==> src/verilog/sata_defines.vh <==
// Constants shared by the shift, add and tagged-add execution unit.
`ifndef SATA_DEFINES_VH
`define SATA_DEFINES_VH

// Operation codes of the six-bit operation code field.
`define SATA_OP_ADD 6'h00
`define SATA_OP_ADDCC 6'h10
`define SATA_OP_ADDX 6'h08
`define SATA_OP_ADDXCC 6'h18
`define SATA_OP_TADD 6'h20
`define SATA_OP_TADDTV 6'h22
`define SATA_OP_SUB 6'h04
`define SATA_OP_SUBCC 6'h14
`define SATA_OP_SUBX 6'h0C
`define SATA_OP_SUBXCC 6'h1C
`define SATA_OP_SLL 6'h25
`define SATA_OP_SRL 6'h26
`define SATA_OP_SRA 6'h27

// Shifter kinds.
`define SATA_SH_LEFT 2'h0
`define SATA_SH_RIGHT 2'h1
`define SATA_SH_ARITH 2'h2

// Register byte offsets on the bus.
`define SATA_ADR_ICC 8'h00
`define SATA_ADR_INT_STATUS 8'h04
`define SATA_ADR_INT_CLEAR 8'h08
`define SATA_ADR_INT_ENABLE 8'h0C
`define SATA_ADR_LAST_RESULT 8'h10
`define SATA_ADR_OP_COUNT 8'h14

// Condition code bit positions.
`define SATA_ICC_N 3
`define SATA_ICC_Z 2
`define SATA_ICC_V 1
`define SATA_ICC_C 0

// Event bit positions of status, clear and enable.
`define SATA_EV_TAG_TRAP 0
`define SATA_EV_SHIFT_RSVD 1
`define SATA_EV_BAD_OP 2
`define SATA_EV_WIDTH 3

// Reset values.
`define SATA_ICC_RESET 4'h0
`define SATA_EV_RESET 3'h0

// Field positions of the signed immediate.
`define SATA_IMM_SIGN 12
`define SATA_SHCNT_MSB 4
`define SATA_RSVD_LSB 5

`endif

==> src/verilog/sata_shifter.v <==
// Five-stage barrel shifter for logical and arithmetic shifts.
`timescale 1ns/1ps
`include "sata_defines.vh"

module sata_shifter (
  input wire [31:0] value_i,
  input wire [4:0] amount_i,
  input wire [1:0] kind_i,
  output wire [31:0] result_o
);

  wire [31:0] stage [0:5];
  wire fill;

  assign fill = (kind_i == `SATA_SH_ARITH) ? value_i[31] : 1'b0; // RULE_04
  assign stage[0] = value_i;

  genvar k;
  generate
    for (k = 0; k < 5; k = k + 1) begin : g_stage
      wire [31:0] moved;
      // A zero amount bit passes the stage through, so a zero count leaves the value intact.
      if (k == 4) begin : g_wide
        assign moved = (kind_i == `SATA_SH_LEFT) ?
          {stage[k][15:0], 16'h0000} : // RULE_03
          {{16{fill}}, stage[k][31:16]}; // RULE_04
      end else begin : g_narrow
        assign moved = (kind_i == `SATA_SH_LEFT) ?
          {stage[k][31-(1<<k):0], {(1<<k){1'b0}}} : // RULE_03
          {{(1<<k){fill}}, stage[k][31:(1<<k)]}; // RULE_04
      end
      assign stage[k+1] = amount_i[k] ? moved : stage[k]; // RULE_05
    end
  endgenerate

  assign result_o = stage[5];

endmodule // sata_shifter

==> src/verilog/sata_alu.v <==
// Integer execution unit: shifts, adds, subtracts and tagged adds with a Wishbone register port.
// How it works
// RULE_01: Register-form shift count is low five bits of second source; immediate uses count field.
// RULE_02: Immediate shifts expect zeros in instruction bits 5 to 12 from the supplier.
// RULE_03: Left logical shift moves first source left, zero-filling low bits.
// RULE_04: Right shifts fill upper bits with zeros, or with the sign bit if arithmetic.
// RULE_05: A zero shift count passes the first source through unchanged.
// RULE_06: Shifts write the destination and never touch the condition codes.
// RULE_07: Add and flag-setting add write first source plus second operand.
// RULE_08: Carry forms of add also add the current status carry bit.
// RULE_09: Flag-setting adds update codes; overflow when like-signed operands give unlike sum.
// RULE_10: Tag overflow when either operand has bit 1 or 0 set, or add overflows.
// RULE_11: Trapping tagged add on tag overflow traps, keeping destination and codes.
// RULE_12: Trapping tagged add without overflow writes sum and codes with overflow zero.
// RULE_13: Plain tagged add sets overflow from tag overflow, updates codes, writes sum.
// RULE_14: The four subtract opcodes are decoded.
// RULE_15: Subtracts compute first minus second, minus carry for carry forms.
// RULE_16: Subtract overflow when signs differ and difference sign differs from first source.
// RULE_17: Forms without the flag suffix leave condition codes unchanged.
// RULE_18: Carry is bit-31 carry out; negative and zero follow the 32-bit result.
`timescale 1ns/1ps
`include "sata_defines.vh"

module sata_alu (
  input wire clk_i,
  input wire nrst_i,
  input wire wb_cyc_i,
  input wire wb_stb_i,
  input wire wb_we_i,
  input wire [7:0] wb_adr_i,
  input wire [3:0] wb_sel_i,
  input wire [31:0] wb_dat_i,
  output reg [31:0] wb_dat_o,
  output reg wb_ack_o,
  input wire exec_valid_i,
  input wire [5:0] operation_code_field_i,
  input wire imm_select_i,
  input wire [31:0] first_source_register_i,
  input wire [31:0] second_source_register_i,
  input wire [12:0] signed_immediate_13_i,
  input wire [4:0] dest_index_i,
  output reg result_valid_o,
  output reg [31:0] result_o,
  output reg [4:0] dest_index_o,
  output reg dest_write_o,
  output reg icc_write_o,
  output wire [3:0] icc_o,
  output reg tag_overflow_trap_o,
  output wire irq_o
);

  // Reset is released through two flops so every register leaves reset on the same edge.
  reg rst_meta;
  reg rst_sync;
  wire rst_n;

  always @(posedge clk_i or negedge nrst_i) begin
    if (!nrst_i) begin
      rst_meta <= 1'b0;
      rst_sync <= 1'b0;
    end else begin
      rst_meta <= 1'b1;
      rst_sync <= rst_meta;
    end
  end

  assign rst_n = rst_sync;

  // Opcode class helpers, used only by the adder set-up; the result decode cases on the opcode itself.
  function is_sub;
    input [5:0] op;
    begin
      is_sub = (op == `SATA_OP_SUB) || (op == `SATA_OP_SUBCC) ||
        (op == `SATA_OP_SUBX) || (op == `SATA_OP_SUBXCC); // RULE_14
    end
  endfunction

  function uses_carry;
    input [5:0] op;
    begin
      uses_carry = (op == `SATA_OP_ADDX) || (op == `SATA_OP_ADDXCC) ||
        (op == `SATA_OP_SUBX) || (op == `SATA_OP_SUBXCC);
    end
  endfunction

  // Condition codes: negative, zero, overflow, carry.
  reg [3:0] icc;
  reg [2:0] int_status;
  reg [2:0] int_enable;
  reg [31:0] last_result;
  reg [31:0] op_count;

  assign icc_o = icc;

  // Second operand and shift amount.
  wire [31:0] imm_ext;
  wire [31:0] op2;
  wire [4:0] shift_amount;
  wire shift_rsvd_bad;

  assign imm_ext = {{19{signed_immediate_13_i[`SATA_IMM_SIGN]}}, signed_immediate_13_i};
  assign op2 = imm_select_i ? imm_ext : second_source_register_i; // RULE_07
  assign shift_amount = imm_select_i ?
    signed_immediate_13_i[`SATA_SHCNT_MSB:0] : second_source_register_i[4:0]; // RULE_01
  // Nonzero reserved bits are only noted; the count still comes from the low five bits.
  assign shift_rsvd_bad = imm_select_i &&
    (signed_immediate_13_i[`SATA_IMM_SIGN:`SATA_RSVD_LSB] != 8'h00); // RULE_02

  // One adder serves add and subtract: subtract adds the inverted operand.
  wire op_sub;
  wire op_carry;
  wire [31:0] b_eff;
  wire carry_in;
  wire [32:0] sum33;
  wire [31:0] sum;

  assign op_sub = is_sub(operation_code_field_i);
  assign op_carry = uses_carry(operation_code_field_i);
  assign b_eff = op_sub ? ~op2 : op2; // RULE_15
  assign carry_in = op_sub ? (op_carry ? ~icc[`SATA_ICC_C] : 1'b1) : // RULE_15
    (op_carry & icc[`SATA_ICC_C]); // RULE_08
  assign sum33 = {1'b0, first_source_register_i} + {1'b0, b_eff} + {32'h00000000, carry_in};
  assign sum = sum33[31:0];

  wire add_ovf;
  wire sub_ovf;
  wire add_carry;
  wire sub_borrow;
  wire tag_ovf;

  assign add_ovf = (first_source_register_i[31] == op2[31]) &&
    (sum[31] != first_source_register_i[31]); // RULE_09
  assign sub_ovf = (first_source_register_i[31] != op2[31]) &&
    (sum[31] != first_source_register_i[31]); // RULE_16
  assign add_carry = sum33[32]; // RULE_18
  assign sub_borrow = ~sum33[32];
  assign tag_ovf = (first_source_register_i[1:0] != 2'h0) || (op2[1:0] != 2'h0) ||
    add_ovf; // RULE_10

  // Shifter.
  reg [1:0] shift_kind;
  wire [31:0] shift_result;

  always @* begin
    case (operation_code_field_i)
      `SATA_OP_SRL: shift_kind = `SATA_SH_RIGHT;
      `SATA_OP_SRA: shift_kind = `SATA_SH_ARITH;
      default: shift_kind = `SATA_SH_LEFT;
    endcase
  end

  sata_shifter u_shifter (
    .value_i(first_source_register_i),
    .amount_i(shift_amount),
    .kind_i(shift_kind),
    .result_o(shift_result)
  );

  // Result decode.
  reg [31:0] next_result;
  reg next_write;
  reg next_icc_write;
  reg [3:0] next_icc;
  reg next_trap;
  reg next_bad_op;
  reg next_rsvd;

  always @* begin
    next_result = sum;
    next_write = 1'b0;
    next_icc_write = 1'b0;
    next_icc = icc;
    next_trap = 1'b0;
    next_bad_op = 1'b0;
    next_rsvd = 1'b0;
    case (operation_code_field_i)
      `SATA_OP_SLL, `SATA_OP_SRL, `SATA_OP_SRA: begin
        next_result = shift_result;
        next_write = 1'b1; // RULE_06
        next_rsvd = shift_rsvd_bad;
      end
      `SATA_OP_ADD, `SATA_OP_ADDX: begin
        next_write = 1'b1; // RULE_17
      end
      `SATA_OP_ADDCC, `SATA_OP_ADDXCC: begin
        next_write = 1'b1; // RULE_07
        next_icc_write = 1'b1; // RULE_09
        next_icc = {sum[31], sum == 32'h00000000, add_ovf, add_carry}; // RULE_18
      end
      `SATA_OP_SUB, `SATA_OP_SUBX: begin
        next_write = 1'b1; // RULE_17
      end
      `SATA_OP_SUBCC, `SATA_OP_SUBXCC: begin
        next_write = 1'b1;
        next_icc_write = 1'b1; // RULE_15
        next_icc = {sum[31], sum == 32'h00000000, sub_ovf, sub_borrow}; // RULE_16
      end
      `SATA_OP_TADD: begin
        next_write = 1'b1;
        next_icc_write = 1'b1;
        next_icc = {sum[31], sum == 32'h00000000, tag_ovf, add_carry}; // RULE_13
      end
      `SATA_OP_TADDTV: begin
        if (tag_ovf) begin
          next_trap = 1'b1; // RULE_11
        end else begin
          next_write = 1'b1;
          next_icc_write = 1'b1;
          next_icc = {sum[31], sum == 32'h00000000, 1'b0, add_carry}; // RULE_12
        end
      end
      default: begin
        next_bad_op = 1'b1;
      end
    endcase
  end

  // Bus decode.
  wire bus_req;
  wire bus_write;
  wire [2:0] ev_set;
  wire [2:0] ev_clear;

  assign bus_req = wb_cyc_i && wb_stb_i;
  // A write lands on the edge at which the master sees ack high.
  assign bus_write = bus_req && wb_we_i && wb_ack_o && wb_sel_i[0];
  assign ev_clear = (bus_write && (wb_adr_i == `SATA_ADR_INT_CLEAR)) ?
    wb_dat_i[`SATA_EV_WIDTH-1:0] : `SATA_EV_RESET;
  assign ev_set = exec_valid_i ? {next_bad_op, next_rsvd, next_trap} : `SATA_EV_RESET;

  // Execution stage and condition codes.
  always @(posedge clk_i or negedge rst_n) begin
    if (!rst_n) begin
      result_valid_o <= 1'b0;
      result_o <= 32'h00000000;
      dest_index_o <= 5'h00;
      dest_write_o <= 1'b0;
      icc_write_o <= 1'b0;
      tag_overflow_trap_o <= 1'b0;
      icc <= `SATA_ICC_RESET;
      last_result <= 32'h00000000;
      op_count <= 32'h00000000;
    end else begin
      result_valid_o <= exec_valid_i;
      dest_write_o <= exec_valid_i && next_write; // RULE_11
      icc_write_o <= exec_valid_i && next_icc_write; // RULE_06
      tag_overflow_trap_o <= exec_valid_i && next_trap; // RULE_11
      if (exec_valid_i) begin
        result_o <= next_result;
        dest_index_o <= dest_index_i;
        op_count <= op_count + 32'h00000001;
        if (next_write) begin
          last_result <= next_result;
        end
      end
      // An instruction that sets the codes wins over a software write in the same cycle.
      if (exec_valid_i && next_icc_write) begin
        icc <= next_icc; // RULE_17
      end else if (bus_write && (wb_adr_i == `SATA_ADR_ICC)) begin
        icc <= wb_dat_i[3:0];
      end
    end
  end

  // Interrupt status: a new event beats a clear in the same cycle.
  always @(posedge clk_i or negedge rst_n) begin
    if (!rst_n) begin
      int_status <= `SATA_EV_RESET;
      int_enable <= `SATA_EV_RESET;
    end else begin
      int_status <= (int_status & ~ev_clear) | ev_set;
      if (bus_write && (wb_adr_i == `SATA_ADR_INT_ENABLE)) begin
        int_enable <= wb_dat_i[`SATA_EV_WIDTH-1:0];
      end
    end
  end

  assign irq_o = |(int_status & int_enable);

  // Wishbone answer: ack one cycle after the request, dropped the cycle after.
  always @(posedge clk_i or negedge rst_n) begin
    if (!rst_n) begin
      wb_ack_o <= 1'b0;
      wb_dat_o <= 32'h00000000;
    end else begin
      wb_ack_o <= bus_req && !wb_ack_o;
      if (bus_req && !wb_ack_o) begin
        case (wb_adr_i)
          `SATA_ADR_ICC: wb_dat_o <= {28'h0000000, icc};
          `SATA_ADR_INT_STATUS: wb_dat_o <= {29'h00000000, int_status};
          `SATA_ADR_INT_ENABLE: wb_dat_o <= {29'h00000000, int_enable};
          `SATA_ADR_LAST_RESULT: wb_dat_o <= last_result;
          `SATA_ADR_OP_COUNT: wb_dat_o <= op_count;
          default: wb_dat_o <= 32'h00000000;
        endcase
      end
    end
  end

endmodule // sata_alu

==> config.mk <==
export PLATFORM = sky130hd
export DESIGN_NAME = sata_alu
export DESIGN_NICKNAME = d
export VERILOG_FILES = /design/src/verilog/sata_shifter.v /design/src/verilog/sata_alu.v
export VERILOG_INCLUDE_DIRS = /design/src /design/src/verilog
export SDC_FILE = /design/constraint.sdc
export NUM_CORES = 1
export LEC_CHECK = 0
export BUFFER_PORTS_ARGS = -buffer_cell sky130_fd_sc_hd__buf_2
export CAP_MARGIN = 5
export CORE_UTILIZATION = 59
export DETAILED_ROUTE_END_ITERATION = 6
export PLACE_DENSITY = 0.89
export SYNTH_ARGS = -nofsm -noshare
export SYNTH_HDL_FRONTEND = slang
export SYNTH_SLANG_ARGS = --single-unit
export TNS_END_PERCENT = 30
==> constraint.sdc <==
create_clock -name clk_i -period 6.35 [get_ports clk_i]
set_input_delay 0.3175 -clock clk_i [delete_from_list [all_inputs] [get_ports clk_i]]
set_output_delay 0.3175 -clock clk_i [all_outputs]
set_load 0.03 [all_outputs]
==> metrics.csv, run 1 <==
metric;value;unit
cts_tree;done;
worstMarginPinSlew;1.20;ns
clockBufferDepth;2;
synth_area;0.0136;mm²
cts_max_level;4;
grt_max_degree;89;
finalHoldViolCount;0;
period_needed;5.27;ns
slew_viol_final;0;
path_clk_slew;0.08;ns
worstReg2RegEnd;icc_o[2];
met1_length;20900;µm
ctsHoldBuffers;1;
numClockSinks;150;
fin_crit_sh;83.0;%
numCtsBuffers;17;
drtIter0Drc;2142;
wire_per_inst;26.7;µm
reg2regPathDepth;15;
hpwl;40500;µm
fillerInstances;1836;
endpoint;icc_o[2];
clkPwrFrac;25.0;%
r2r-start;icc_o[0];
p_leak;6.62;nW
setup_viol;0;
fmax;190;MHz
ys_types;82;
track_usage;47.0;%
synth_nets;1843;
cts_setup_buffers;0;
worst-setup-path-type;reg2reg;
hp-class;in2reg;
stdcell_count;2085;
power_density;270;mW/mm²
met3RoutedLength;6860;µm
dieArea;0.0236;mm²
p_total;4.13;mW
synth-edff-count;0;
avgSynthCellArea;8.13;µm²
grt_pass1_wl;84900;µm
rsz0062_at_grt;no;
io_buffers;186;
power.internal;2.34;mW
ys_seq_elements;150;
critPathMostFrequentCell;nor4_1;
antennaDiodeCount;0;
wirelength;55700;µm
ant_nets;0;
setup_tns;0;ns
clock_latency;0.43;ns
cts-resized-gates;0;
crit_chain;nand2_1 > xor2_1 > nor4_1 > fa_1 > inv_1 > fa_1 > nor2b_1 > o2111ai_1 > a32oi_1 > a2111oi_0 > nor4_1 > o22ai_1 > nor4_1 > nand4_1 > mux2i_1;
cp_data_required_time;6.67;ns
path_max_fanout;4;
slew_headroom;18.9;%
ys_warn_count;0;
wl_met2;24600;µm
layout_common_cells;186 x buf_2, 175 x nand2_1, 149 x dfrtp_1;
antenna_found_initial;1;
cts-root-buf;clkbuf_16;
die_w;154;µm
core.rowCount;55;
fin_area;0.0153;mm²
syn2layout_area_growth;12.8;%
placed_cell_area;0.0147;mm²
cap_violations;0;
ioPinCount;218;
start_util;60.1;%
seq_power_share;32.4;%
first_global_vias;14100;
place.gp.congestion;1.07;
arrival;5.59;ns
ir_worst_vdd;0.000180;V
synthCells;1670;
coreArea;0.0226;mm²
status;finished with violations;
worst_clock_skew;0.0130;ns
synth_seq_area_share;27.7;%
slowest_delay;0.62;ns
holdWs;0.113;ns
start_kind;flop;
cp-end-kind;flop;
dr.max_layer_used;met5;
drtPass1Iterations;7;
vias;15000;
routed_via_density;7.18;
p_sw_share;43.3;%
cp_slowest_cell;nor4_1;
grt_overflow;0;
synthArstFlopShare;100;%
pwr-share-comb;42.6;%
layout_commonest_cell;buf_2;
drive_above_1_share;20.0;%
drc;2;
switching_power;1.79;mW
post-place-cells;2051;
hp-start;dest_index_i[0];
synth_ff_type;dfrtp_1;
violations;DRC;
nNetsFinal;1960;
die_y;154;µm
reg2reg_slack;1.08;ns
startpoint;icc_o[0];
==> stage by stage <==
step / worst slack [ns] / utilization [%]
2_1_floorplan: 1.48 / -
3_3_place_gp: 1.28 / 65.0
3_5_place_dp: 1.21 / 65.0
4_1_cts: 1.63 / 67.8
5_1_grt: 0.896 / 67.8
6_report: 1.08 / 67.8
==> how the worst min path moves through the flow <==
| stage | to | depth (start not counted) |
|---|---|---|
| after floorplan | rst_meta | 0 |
| after global placement | rst_meta | 1 |
| after detailed placement | rst_meta | 1 |
| after CTS | dest_index_o[0] | 2 |
| after global routing | dest_index_o[0] | 2 |
| final | dest_index_o[0] | 2 |
==> metal layers <==
layer	global-route usage [%]	vias up
li1	-	6485
met4	23.4	2
met5	0	-
met3	11.9	258
met2	74.4	1132
met1	59.7	7087
==> sequential cells by signal, indices dropped and copies added (netlist names) <==
register,cells
wb_dat_o,32
int_status,3
last_result,32
result_o,32
result_valid_o,1
rst_meta,1
rst_n,1
int_enable,3
tag_overflow_trap_o,1
icc_o,4
dest_write_o,1
wb_ack_o,1
dest_index_o,5
icc_write_o,1
op_count,32
==> cell usage after synthesis (24+ instances only) <==
library cell,n,share of area [%]
nand2_1,175,4.8
o21ai_0,115,4.2
o31ai_1,36,2.0
nor3_1,37,1.4
a31oi_1,48,2.2
nor2_1,145,4.0
inv_1,29,0.80
o211ai_1,24,1.3
nand3_1,91,3.4
ha_1,32,3.0
clkbuf_1,78,2.2
xnor2_1,67,4.3
a211oi_1,25,1.4
mux2i_1,82,6.0
a21oi_1,147,5.4
dfrtp_1,150,28
mux2_2,45,3.7
==> cell families (layout without fill, tap and decap cells) <==
logic type,after synthesis,count (layout),synth area share [%]
and+or+nand+nor,556,556,18.9
AOI/OAI and AO/OA,526,526,24.9
muxes,164,164,14.8
buffers and inverters,152,282,4.84
DFF,150,150,27.7
xor gates and xnor gates,87,87,5.62
adders and majority gates,34,34,3.25
other,1,1,0.0276
==> cell type report <==
type	instances	area (µm²)	share of cell area [%]
inverter	29	109	0.711
timing repair buffer	221	1220	7.96
multi-input combinational	1368	9240	60.4
clock buffer	17	425	2.78
clock inverter	15	194	1.27
tap	285	357	2.33
sequential	150	3760	24.6
==> worst max-delay path, delay by kind of cell (launching register included) <==
kind                     cells  cell delay, ns
AND/OR/NAND/NOR              6            2.26
AO/OA/AOI/OAI                4            1.09
adder cells (fa/ha/maj)      2            0.78
flip-flops                   1            0.43
multiplexers                 1            0.36
XOR/XNOR                     1            0.15
buffers and inverters        1            0.07
==> power by group through the flow <==
stage          Clock, mW  Sequential, mW  Combinational [mW]
6_report            1.03            1.34                1.76
5_1_grt             1.07            1.36                1.85
4_1_cts             1.03            1.33                1.70
3_5_place_dp           0            1.34                1.68
3_3_place_gp           0            1.32                1.64
2_1_floorplan          0            1.45               0.989
Note: power is estimated with default switching activity, not from simulation.
==> run 2: changes to the inputs <==
Settings changed: CORE_UTILIZATION 59 to 53, PLACE_DENSITY 0.89 to 0.84.
Clock period 6.35 ns to 4.7 ns, I/O delays scaled along.
==> run 2 against run 1 <==
Effect of this change:
- the flow now finishes without violations
- total power up 39%
- clock power up 43%
- critical path type unchanged
- maximum frequency increased by 20%
- critical endpoint is now last_result[11]
- clock skew up 0.00061 ns
- core utilization down 5.1 points
- worst hold slack worse by 0.076 ns
- global-route usage shrank 5.7 points
- largest cell class unchanged
- combinational power is 40% higher
- highest routed layer unchanged
- sequential cell count did not move
==> metrics.csv, run 2 (synthesis gave the netlist of run 1 again) <==
metric;value;unit;change
track_usage;41.3;%;-5.7 points
pwr-share-comb;42.8;%;+0.2 points
worstMarginPinSlew;1.11;ns;-0.0941 ns
p_total;5.73;mW;+39%
numClockSinks;150;;unchanged
cap_violations;0;;unchanged
start_kind;flop;;
wirelength;54400;µm;-2.3%
cp-end-kind;flop;;
rsz0062_at_grt;no;;
io_buffers;186;;unchanged
period_needed;4.38;ns;-0.892 ns
drc;0;;-2
arrival;4.69;ns;-0.90 ns
nNetsFinal;2014;;+2.8%
switching_power;2.37;mW;+33%
syn2layout_area_growth;16.4;%;
cts_tree;done;;
clockBufferDepth;2;;unchanged
vias;15000;;+0.47%
cts_max_level;4;;unchanged
worst_clock_skew;0.0136;ns;+0.000610 ns
ioPinCount;218;;unchanged
slew_headroom;26.0;%;+7.1 points
power.internal;3.36;mW;+44%
hpwl;40900;µm;+1.1%
fin_crit_sh;93.1;%;+10 points
die_y;162;µm;+5.4%
dr.max_layer_used;met5;;
antenna_found_initial;4;;+3
grt_max_degree;76;;-15%
fmax;228;MHz;+20%
p_sw_share;41.4;%;-1.9 points
grt_overflow;0;;unchanged
clkPwrFrac;25.6;%;+0.6 points
ir_worst_vdd;0.000351;V;+94%
clock_latency;0.43;ns;about the same
routed_via_density;6.87;;-4.2%
layout_commonest_cell;buf_2;;
power_density;363;mW/mm²;+35%
seq_power_share;31.6;%;-0.8 points
die_w;162;µm;+5.4%
cts-root-buf;clkbuf_16;;
drive_above_1_share;22.3;%;+2.3 points
wire_per_inst;24.9;µm;-6.9%
slew_viol_final;0;;unchanged
ant_nets;0;;unchanged
status;finished clean;;
met1_length;20400;µm;-2.3%
worst-setup-path-type;reg2reg;;
p_leak;6.90;nW;+4.2%
drtIter0Drc;2352;;+9.8%
start_util;53.9;%;-6.2 points
cp_data_required_time;5.01;ns;-1.66 ns
numCtsBuffers;17;;unchanged
coreArea;0.0252;mm²;+12%
hp-class;in2reg;;
finalHoldViolCount;0;;unchanged
dieArea;0.0262;mm²;+11%
fillerInstances;2140;;+17%
path_max_fanout;23;;+19
setup_viol;0;;unchanged
layout_common_cells;186 x buf_2, 175 x nand2_1, 149 x dfrtp_1;;
setup_tns;0;ns;unchanged
met3RoutedLength;6050;µm;-12%
wl_met2;24600;µm;about the same
drtPass1Iterations;6;;-1
core.rowCount;58;;+5.5%
grt_pass1_wl;82800;µm;-2.5%
path_clk_slew;0.07;ns;about the same
first_global_vias;14100;;-0.23%
place.gp.congestion;1.09;;+1.9%
[run 2: power by group through the flow]
| stage | combinational [mW] | clock (mW) | sequential, mW |
|---|---|---|---|
| after floorplan | 1.34 | 0 | 1.96 |
| after global placement | 2.31 | 0 | 1.79 |
| after detailed placement | 2.36 | 0 | 1.81 |
| after CTS | 2.38 | 1.48 | 1.80 |
| after global routing | 2.58 | 1.53 | 1.84 |
| final | 2.46 | 1.47 | 1.81 |
[run 2: what timing repair did]
action,CTS,global route
resized for setup,0,0
hold buffers,1,0
buffers inserted,0,0
endpoints found under the hold margin,2,0
[run 2: stage by stage]
| step | setup slack [ns] | util [%] | area [µm²] | hold WS, ns | std cells |
|---|---|---|---|---|---|
| floorplan | 0.00870 | - | 13600 | -0.0606 | 1670 |
| global placement | 0.278 | 60.1 | 15100 | 0.0190 | 2151 |
| CTS | 0.374 | 62.7 | 15800 | 0.0278 | 2184 |
| global route | 0.0990 | 62.7 | 15800 | 0.0335 | 2184 |
| detailed placement | 0.182 | 60.1 | 15100 | 0.0232 | 2151 |
| finish | 0.322 | 62.7 | 15800 | 0.0363 | 2187 |
[run 2: final timing paths]
check,start,to,slack (ns),depth (start not counted)
min in group asynchronous,nrst_i,rst_n,0.11,2
max in group asynchronous,rst_n,last_result[2],3.31,1
max,icc_o[0],last_result[11],0.32,15
min,dest_index_i[2],dest_index_o[2],0.04,2
min reg2reg,rst_meta,rst_n,0.35,0
max reg2reg,icc_o[0],last_result[11],0.32,15
[run 2: area by class of cell]
cell class / count / area (µm²) / area share (%)
Timing Repair Buffer: 275 / 1630 / 10.3
Inverter: 29 / 109 / 0.689
Tap cell: 330 / 413 / 2.61
Clock inverter: 14 / 209 / 1.32
Sequential cell: 150 / 3760 / 23.8
Antenna cell: 3 / 7.51 / 0.0475
Multi-Input combinational cell: 1368 / 9240 / 58.5
Clock buffer: 18 / 429 / 2.72
[run 2: worst max-delay path, cell delays in order (launching register included)]
cell	delay, ns
dfrtp_1	0.48
nand2_1	0.12
xor2_1	0.15
nor4_1	0.07
buf_4	0.16
fa_1	0.41
a211oi_2	0.27
o21ai_0	0.17
o2111ai_1	0.36
nand2_1	0.22
a311oi_2	0.33
xnor2_1	0.26
mux2i_4	0.37
o22a_2	0.28
buf_12	0.25
mux2_4	0.32
[run 2: routing by layer]
layer	vias to the layer above	global-route usage, %
met5	-	0
met4	2	22.8
met3	234	10.1
met2	1085	64.8
met1	7131	52.0
li1	6583	-
